<file path="src/smbus_flags_pkg.sv">
// Constants, register map and state type for the SMBus flag update block.
// Assumes a 250 MHz system clock and a 32-bit APB register bus.
package smbus_flags_pkg;

  // ----------------------------------------
  // Register map (byte addresses)
  // ----------------------------------------
  localparam logic [7:0] CTRL_OFS = 8'h00;
  localparam logic [7:0] DATA_OFS = 8'h04;
  localparam logic [7:0] SADDR_OFS = 8'h08;

  // ----------------------------------------
  // Control/status field positions
  // ----------------------------------------
  localparam int unsigned BIT_OWNER = 7;
  localparam int unsigned BIT_TXDIR = 6;
  localparam int unsigned BIT_BEGIN = 5;
  localparam int unsigned BIT_HALT = 4;
  localparam int unsigned BIT_ACK_RESPONSE_NEEDED = 3;
  localparam int unsigned BIT_ARB = 2;
  localparam int unsigned BIT_ACK = 1;
  localparam int unsigned BIT_EVT = 0;

  // ----------------------------------------
  // Values after reset
  // ----------------------------------------
  localparam logic [7:0] DATA_RST = 8'h00;
  localparam logic [7:0] SADDR_RST = 8'h00;

  // ----------------------------------------
  // Timing
  // ----------------------------------------
  localparam int SYS_CLK_NS = 4;
  localparam int SCL_HALF_NS = 5000;
  localparam int SCL_HALF_CYC = SCL_HALF_NS / SYS_CLK_NS;
  localparam logic [3:0] DATA_BITS = 4'h8;
  localparam logic [3:0] FRAME_BITS = 4'h9;

  typedef enum logic [3:0] {
    M_IDLE,
    M_PREP,
    M_SETUP,
    M_START,
    M_LOW,
    M_HIGH,
    M_STOP_LOW,
    M_STOP_HIGH,
    M_STOP_END
  } master_state_t;

endpackage

</file>
<file path="src/smbus_status_flag_update.sv">
// SMBus control/status flag update logic with a small bit engine and APB slave.
// Assumes SCL/SDA are open-drain pins resolved outside; pins arrive asynchronously.
// Contract
// - Byte-event flag is set by hardware only; only software clears it.
// - While byte-event flag is set and the bus is busy, SCL is held low, stalling the bus.
// - Bus owner set on generated START, cleared on generated STOP or arbitration loss.
// - Transmit direction set on generated START or data written before a frame.
// - Transmit direction cleared on detected START, arbitration loss, or no data write.
// - Begin request set when a START and a matching slave address byte are received.
// - Halt request set when STOP is seen while addressed as slave.
// - Halt request set when arbitration is lost to a detected STOP.
// - Halt request cleared once the pending STOP has been generated.
// - Ack-needed set after a received byte, cleared after every acknowledge cycle.
// - Arbitration lost on unwanted repeated START as owner with begin request low.
// - Arbitration lost when SCL is low while making STOP or repeated START.
// - Arbitration lost when SDA is low while sending a one, ack excluded.
// - Arbitration lost flag cleared whenever software clears the byte-event flag.
// - Acknowledge flag loads one for a low ack bit, zero for high.
// - Byte-event flag set after a generated START and on arbitration loss.
// - Byte-event flag set after a sent byte with its ack, or a received byte.
// - Byte-event flag set on START followed by a matching slave address.
// - Byte-event flag set when a STOP is received while addressed as slave.
// - With both begin and halt requests set, STOP goes out before START.
// - Receive event comes before the ack cycle, transmit event after it.
`timescale 1ns/1ps
module smbus_status_flag_update
  import smbus_flags_pkg::*;
#(
  parameter int HALF_CYCLES = SCL_HALF_CYC
)
(
  input wire logic SYS_CLK,
  input wire logic RST_N,
  input wire logic PSEL,
  input wire logic PENABLE,
  input wire logic PWRITE,
  input wire logic [7:0] PADDR,
  input wire logic [31:0] PWDATA,
  output logic [31:0] PRDATA,
  output logic PREADY,
  output logic PSLVERR,
  input wire logic SCL_I,
  output logic SCL_O,
  output logic SCL_OE_N,
  input wire logic SDA_I,
  output logic SDA_O,
  output logic SDA_OE_N,
  output logic IRQ
);

  localparam int TW = $clog2(HALF_CYCLES + 1);
  localparam logic [TW-1:0] TICK_AT = TW'(HALF_CYCLES - 1);

  // Start/stop self-detection must land inside one half period
  if (HALF_CYCLES < 8)
  begin : g_half_check
    $error("HALF_CYCLES must be at least 8");
  end

  function automatic logic is_reg(input logic [7:0] a, input logic [7:0] ofs);
    is_reg = (a == ofs);
  endfunction

  // ----------------------------------------
  // State
  // ----------------------------------------
  logic owner;
  logic transmit_direction_flag;
  logic begin_request_flag;
  logic halt_request_flag;
  logic ack_response_needed;
  logic arbitration_fail_flag;
  logic ack;
  logic evt;
  logic [7:0] shift_byte_reg;
  logic [7:0] slave_addr;
  logic data_written;
  logic addressed;
  logic addr_phase;
  logic busy;
  logic [3:0] bcnt;
  logic scl_m, scl_s, scl_p;
  logic sda_m, sda_s, sda_p;
  logic sda_low;
  master_state_t ms;
  master_state_t next_ms;
  logic [TW-1:0] tcnt;

  // ----------------------------------------
  // Bus event decode
  // ----------------------------------------
  wire scl_rise = scl_s & ~scl_p;
  wire scl_fall = ~scl_s & scl_p;
  wire start_det = scl_s & scl_p & sda_p & ~sda_s;
  wire stop_det = scl_s & scl_p & ~sda_p & sda_s;
  wire tick = (tcnt == TICK_AT);
  wire own_start = (ms == M_START);
  wire own_stop = (ms == M_STOP_END);
  wire ext_start = start_det & ~own_start;
  wire ext_stop = stop_det & ~own_stop;
  wire active = owner | addressed;
  wire data_slot = (bcnt < DATA_BITS);
  wire byte_done = scl_fall & (bcnt == DATA_BITS);
  wire ack_done = scl_fall & (bcnt == FRAME_BITS);
  wire ack_sampled = scl_rise & (bcnt == DATA_BITS);
  wire start_gen = own_start & tick;
  wire stop_gen = own_stop & tick;

  wire arb_bit = owner & transmit_direction_flag & scl_rise & data_slot
    & shift_byte_reg[7] & ~sda_s;
  wire arb_scl = tick & ((ms == M_SETUP) | (ms == M_STOP_HIGH)) & ~scl_s;
  wire arb_rstart = ext_start & owner & ~begin_request_flag;
  wire arb_stop = ext_stop & owner;
  wire arb_lost = arb_bit | arb_scl | arb_rstart | arb_stop;

  wire addr_match = byte_done & addr_phase & ~owner
    & (shift_byte_reg[7:1] == slave_addr[7:1]);
  wire rx_byte = byte_done & active & ~transmit_direction_flag;
  wire tx_byte = ack_done & active & transmit_direction_flag;
  wire slave_stop = ext_stop & addressed;

  // ----------------------------------------
  // APB decode
  // ----------------------------------------
  wire wr = PSEL & PENABLE & PWRITE;
  wire ctrl_wr = wr & is_reg(PADDR, CTRL_OFS);
  wire data_wr = wr & is_reg(PADDR, DATA_OFS);
  wire saddr_wr = wr & is_reg(PADDR, SADDR_OFS);
  wire hit = is_reg(PADDR, CTRL_OFS) | is_reg(PADDR, DATA_OFS)
    | is_reg(PADDR, SADDR_OFS);
  wire sw_evt_clear = ctrl_wr & ~PWDATA[BIT_EVT] & evt;
  // Clearing the event marks the boundary before the next frame
  wire frame_start = sw_evt_clear;

  wire [7:0] ctrl_rd = {owner, transmit_direction_flag, begin_request_flag,
    halt_request_flag, ack_response_needed, arbitration_fail_flag, ack, evt};
  wire [7:0] rd_byte = is_reg(PADDR, CTRL_OFS) ? ctrl_rd
    : is_reg(PADDR, DATA_OFS) ? shift_byte_reg
    : is_reg(PADDR, SADDR_OFS) ? slave_addr : 8'h00;

  assign PREADY = 1'b1;
  assign PSLVERR = PSEL & PENABLE & ~hit;
  assign SCL_O = 1'b0;
  assign SDA_O = 1'b0;

  // ----------------------------------------
  // Flag next values
  // ----------------------------------------
  wire next_evt = start_gen | arb_lost
    | tx_byte | rx_byte
    | addr_match
    | slave_stop
    | (evt & ~sw_evt_clear);
  wire next_owner = start_gen | (owner & ~stop_gen & ~arb_lost);
  wire next_arb = arb_lost | (arbitration_fail_flag & ~sw_evt_clear);
  wire next_ack_response_needed = rx_byte | addr_match | (ack_response_needed & ~ack_done);
  wire next_begin = addr_match
    | (ctrl_wr ? PWDATA[BIT_BEGIN] : begin_request_flag);
  wire next_halt = slave_stop | arb_stop
    | (ctrl_wr ? PWDATA[BIT_HALT] : (halt_request_flag & ~stop_gen));

  logic next_txdir;
  assign next_txdir = start_gen ? 1'b1
    : (ext_start | arb_lost) ? 1'b0
    : frame_start ? data_written
    : transmit_direction_flag;

  logic next_ack;
  assign next_ack = (ack_sampled & active & transmit_direction_flag) ? ~sda_s
    : ctrl_wr ? PWDATA[BIT_ACK] : ack;

  // ----------------------------------------
  // Master sequencer
  // ----------------------------------------
  always_comb
  begin
    next_ms = ms;
    case (ms)
      M_IDLE:
        if (begin_request_flag & ~halt_request_flag & ~busy & ~evt)
          next_ms = M_SETUP;
      M_PREP:
        if (tick)
          next_ms = M_SETUP;
      M_SETUP:
        if (tick)
          next_ms = arb_scl ? M_IDLE : M_START;
      M_START:
        if (tick)
          next_ms = M_LOW;
      M_LOW:
        if (!evt)
        begin
          if (halt_request_flag)
            next_ms = M_STOP_LOW;
          else if (begin_request_flag && bcnt == 4'h0)
            next_ms = M_PREP;
          else if (tick)
            next_ms = M_HIGH;
        end
      M_HIGH:
        if (tick)
          next_ms = M_LOW;
      M_STOP_LOW:
        if (tick)
          next_ms = M_STOP_HIGH;
      M_STOP_HIGH:
        if (tick)
          next_ms = arb_scl ? M_IDLE : M_STOP_END;
      M_STOP_END:
        if (tick)
          next_ms = M_IDLE;
      default:
        next_ms = M_IDLE;
    endcase
    if (arb_lost)
      next_ms = M_IDLE;
  end

  // Timer restarts on each state change; a stretched SCL high phase waits
  wire tcnt_clr = (next_ms != ms) | (ms == M_IDLE) | ((ms == M_HIGH) & ~scl_s)
    | ((ms == M_LOW) & evt) | tick;

  // ----------------------------------------
  // Pin drive
  // ----------------------------------------
  wire m_scl_low = (ms == M_PREP) | (ms == M_LOW) | (ms == M_STOP_LOW);
  wire m_sda_force = (ms == M_START) | (ms == M_STOP_LOW) | (ms == M_STOP_HIGH);
  wire m_sda_free = (ms == M_PREP) | (ms == M_SETUP) | (ms == M_STOP_END);
  // Only hold the clock inside a frame, never on an idle bus after STOP
  wire scl_hold = (evt & busy) | m_scl_low;
  wire next_sda_low = active & ((data_slot & transmit_direction_flag & ~shift_byte_reg[7])
    | ((bcnt == DATA_BITS) & ~transmit_direction_flag & ack));
  wire sda_drive = m_sda_force | (~m_sda_free & sda_low);

  // ----------------------------------------
  // Synchronisers
  // ----------------------------------------
  always_ff @(posedge SYS_CLK)
  begin
    if (!RST_N)
    begin
      scl_m <= 1'b1;
      scl_s <= 1'b1;
      scl_p <= 1'b1;
      sda_m <= 1'b1;
      sda_s <= 1'b1;
      sda_p <= 1'b1;
    end
    else
    begin
      scl_m <= SCL_I;
      scl_s <= scl_m;
      scl_p <= scl_s;
      sda_m <= SDA_I;
      sda_s <= sda_m;
      sda_p <= sda_s;
    end
  end

  // ----------------------------------------
  // Control/status flags
  // ----------------------------------------
  always_ff @(posedge SYS_CLK)
  begin
    if (!RST_N)
    begin
      owner <= 1'b0;
      transmit_direction_flag <= 1'b0;
      begin_request_flag <= 1'b0;
      halt_request_flag <= 1'b0;
      ack_response_needed <= 1'b0;
      arbitration_fail_flag <= 1'b0;
      ack <= 1'b0;
      evt <= 1'b0;
    end
    else
    begin
      owner <= next_owner;
      transmit_direction_flag <= next_txdir;
      begin_request_flag <= next_begin;
      halt_request_flag <= next_halt;
      ack_response_needed <= next_ack_response_needed;
      arbitration_fail_flag <= next_arb;
      ack <= next_ack;
      evt <= next_evt;
    end
  end

  // ----------------------------------------
  // Frame tracking and data
  // ----------------------------------------
  always_ff @(posedge SYS_CLK)
  begin
    if (!RST_N)
    begin
      shift_byte_reg <= DATA_RST;
      slave_addr <= SADDR_RST;
      data_written <= 1'b0;
      addressed <= 1'b0;
      addr_phase <= 1'b0;
      busy <= 1'b0;
      bcnt <= 4'h0;
    end
    else
    begin
      // Bus is sampled even while sending, so lost arbitration keeps live data
      if (data_wr)
        shift_byte_reg <= PWDATA[7:0];
      else if (scl_rise && data_slot)
        shift_byte_reg <= {shift_byte_reg[6:0], sda_s};
      if (saddr_wr)
        slave_addr <= PWDATA[7:0];
      data_written <= data_wr | (data_written & ~frame_start);
      addressed <= addr_match | (addressed & ~ext_start & ~ext_stop);
      addr_phase <= ext_start | (addr_phase & ~byte_done);
      busy <= start_det | (busy & ~stop_det);
      if (start_det || stop_det || ack_done)
        bcnt <= 4'h0;
      else if (scl_rise && bcnt < FRAME_BITS)
        bcnt <= bcnt + 4'h1;
    end
  end

  // ----------------------------------------
  // Sequencer, pins and bus read data
  // ----------------------------------------
  always_ff @(posedge SYS_CLK)
  begin
    if (!RST_N)
    begin
      ms <= M_IDLE;
      tcnt <= '0;
      sda_low <= 1'b0;
      SCL_OE_N <= 1'b1;
      SDA_OE_N <= 1'b1;
      IRQ <= 1'b0;
      PRDATA <= 32'h0000_0000;
    end
    else
    begin
      ms <= next_ms;
      tcnt <= tcnt_clr ? '0 : tcnt + TW'(1);
      // Data line only changes while the clock is low
      if (!scl_s)
        sda_low <= next_sda_low;
      SCL_OE_N <= ~scl_hold;
      SDA_OE_N <= ~sda_drive;
      IRQ <= next_evt;
      if (PSEL && !PENABLE && !PWRITE)
        PRDATA <= {24'h00_0000, rd_byte};
    end
  end

endmodule

</file>
<file path="config.mk">
export PLATFORM = sky130hd
export DESIGN_NAME = smbus_status_flag_update
export DESIGN_NICKNAME = d
export VERILOG_FILES = /design/src/smbus_flags_pkg.sv /design/src/smbus_status_flag_update.sv
export SDC_FILE = /design/constraint.sdc
export NUM_CORES = 1
export LEC_CHECK = 0
export BUFFER_PORTS_ARGS = -buffer_cell sky130_fd_sc_hd__clkbuf_2
export CORE_MARGIN = 2
export CORE_UTILIZATION = 58
export CTS_BUF_LIST = sky130_fd_sc_hd__clkbuf_16
export DETAILED_ROUTE_END_ITERATION = 6
export MAX_ROUTING_LAYER = met4
export PLACE_DENSITY = 0.94
export SLEW_MARGIN = 10
export SYNTH_ARGS = -nofsm -noshare
export SYNTH_HDL_FRONTEND = slang
export SYNTH_SLANG_ARGS = --single-unit
</file>
<file path="constraint.sdc">
create_clock -name SYS_CLK -period 4.4 [get_ports SYS_CLK]
set_clock_uncertainty 0.2 [all_clocks]
set_input_delay 0.22 -clock SYS_CLK [delete_from_list [all_inputs] [get_ports SYS_CLK]]
set_output_delay 0.22 -clock SYS_CLK [all_outputs]
set_load 0.005 [all_outputs]
</file>
==> reports/metrics.cfg <==
[status]
status=complete, no violations

[sta]
finalSetupTns_ps=0
max_slew_margin_pct=26.4
grt_setup_unrepaired=no
hold_viol=0
post-route-min-period_ps=3220
timing.fmax_ghz=0.311
timing_worst_slew_pin_value_ps=1100
finalCritPeriodShare_pct=73.1
drv_slew=0
setup_viol=0

[cells_and_area]
diodes=0
final_common_cell=dfxtp_1
nets=497
final_layout_size_suffix_gt1_share_pct=15.6
max_flop_register=tcnt
layout_common_cells=dfxtp_1 (64), nor2_1 (39), a21oi_1 (34), clkbuf_2 (34), nand2_1 (32)
largest_reg_flops=11
syn_to_final_growth_pct=12.9
stdcell_area_um2=4070

[routing]
totalWireLength_mm=9.31
viasPerCell=6.36
drc=0
num_vias=3335
drtAntennaViolNets=0
wl_per_cell_um=17.8
drt_iter0_markers=385
drt-pass1-iter-count=5

[die]
io_pins=86
dieArea_um2=6860
die_w_um=82.8
start_util_pct=60.5
fp-row-count=28
coreArea_um2=5960
fp.dieH_um=82.8

[worst_setup_path]
crit_end=tcnt[0]
critical_path_peak_fanout=16
worst_setup_path_end_kind=register
reg2reg_slack_ps=1180
reg2regPathDepth=6
reg2reg_from=ms[2]
worstPathRequired_ps=4360
critPathKind=reg2reg
worstPathArrival_ps=3180
start_kind=register
startpoint=ms[2]
r2r_end=tcnt[0]

[grt]
antenna_found_initial=0
overflow=0
grt_use_total_pct=28.1
grt_pass1_vias=3141
grt_max_degree=31
grt_pass1_wl_mm=15.4

[clocking]
cts_made_buffers=9
clk_latency_ps=340
cts_tree=built
path_clk_slew_ps=60
ctsResizeCount=0
cts_max_path_buffers=2
root_buffer=clkbuf_16
cts_num_sinks=64
htreeDepth=3

[synth]
yosysUniqueCellTypes=60
syn_area_per_cell_um2=8.72
synth_cells=413
yosysWarnings=0
synth_edf_count=0
yosysSeqAreaShare_pct=35.6
ys.flop_type=dfxtp_1
ys_ff_latch=64
syn_area_um2=3600
ys_async_sr_fraction_pct=0

[power_and_ir_drop]
internal_power_uw=1130
pwr-share-clk_pct=53.1
swShare_pct=24.2
p_comb_share_pct=6.5
power_leakage_uw=0.00159
p_sw_uw=360
p_per_area_nw_per_um2=366
worst_ir_drop_vdd_mv=0.241
seqPwrFrac_pct=40.3

[placement]
finalWeightedCongestion=0.890
place_area_um2=3660
place_hpwl_mm=5.76
portBuffers=34

[job]
max_cap_violations=0

[hold_path]
hp-class=in2reg

final cells by class:
| class | instances | area (um^2) |
|---|---|---|
| clock buffers | 9 | 225 |
| clock inverters | 7 | 103 |
| fillers | 424 | 1890 |
| inverters | 6 | 22.5 |
| multi-input cells | 320 | 2080 |
| flip-flops and latches | 64 | 1280 |
| well taps | 75 | 93.8 |
| repair buffers | 43 | 258 |
worst min path at each step:
| stage | depth (start not counted) | start | slack (ps) | endpoint |
|---|---|---|---|---|
| after floorplan | 1 | SCL_I | 120 | scl_m |
| after global placement | 1 | sda_m | 190 | sda_s |
| after detailed placement | 1 | sda_m | 200 | sda_s |
| after CTS | 3 | PWDATA[0] | 4 | shift_byte_reg[0] |
| after global routing | 3 | PWDATA[0] | 30 | shift_byte_reg[0] |
| final | 3 | PWDATA[0] | 10 | shift_byte_reg[0] |
synth_stat cells, types with 8 or more instances:
cell type	count	area, um^2
xnor2_1	8	70.1
dfxtp_1	64	1280
mux2i_1	18	180
clkbuf_1	11	41.3
o21ai_0	14	70.1
a221oi_1	9	78.8
buf_4	29	218
a21oi_1	34	170
a211oi_1	10	75.1
xor2_1	13	114
nand2_1	32	120
nor2_1	39	146
o211ai_1	11	82.6
nand2b_1	12	75.1
through the flow:
| stage | total power, uW | instances | util, % | setup WS (ps) | hold slack (ps) |
|---|---|---|---|---|---|
| 6_report | 1490 | 524 | 68.3 | 1180 | 13.8 |
| 5_1_grt | 1520 | 524 | 68.3 | 1060 | 28.6 |
| 4_1_cts | 1480 | 524 | 68.3 | 1270 | 3.79 |
| 3_5_place_dp | 699 | 500 | 61.4 | 1260 | 199 |
| 3_3_place_gp | 695 | 500 | 61.4 | 1370 | 187 |
| 2_1_floorplan | 689 | 438 | - | 2070 | 121 |
power groups by stage:
stage                     Clock, uW  Sequential, uW  Combinational (uW)
after floorplan                   0             607                81.8
after global placement            0             611                84.3
after detailed placement          0             612                86.7
after CTS                       785             599                94.0
after global routing            811             601                 106
final                           790             600                97.2
repair_timing:
item	4_1_cts	5_1_grt
endpoints found under the hold margin	12	0
buffers inserted	0	0
hold buffers	8	0
critical path, cell delays in order (launching register included):
cell and delay (ps):
dfxtp_1 650, nor4bb_1 190, nor4_1 590, o31a_1 280, nor3_2 60, a31oi_1 890, a211oi_1 180
routing by layer:
metal / GRT usage (%) / vias to the layer above / routed length, um
met5: - / - / 0
met4: 14.5 / 0 / 288
met3: 5.96 / 31 / 845
met2: 44.9 / 228 / 4460
met1: 33.4 / 1570 / 3710
li1: - / 1506 / -
cells by family (layout without fill, tap and decap cells):
group	count (synthesis)	count (layout)	share of synthesized area, %
buffers and inverters	54	65	9.20
flip-flops	64	64	35.6
multiplexers	21	21	5.94
AO/OA/AOI/OAI	100	100	18.8
adder cells (fa/ha/maj)	6	6	2.08
other	2	27	0.208
XOR/XNOR	21	21	5.11
AND/OR/NAND/NOR	145	145	23.1
Note: power is estimated with default switching activity, not from simulation.
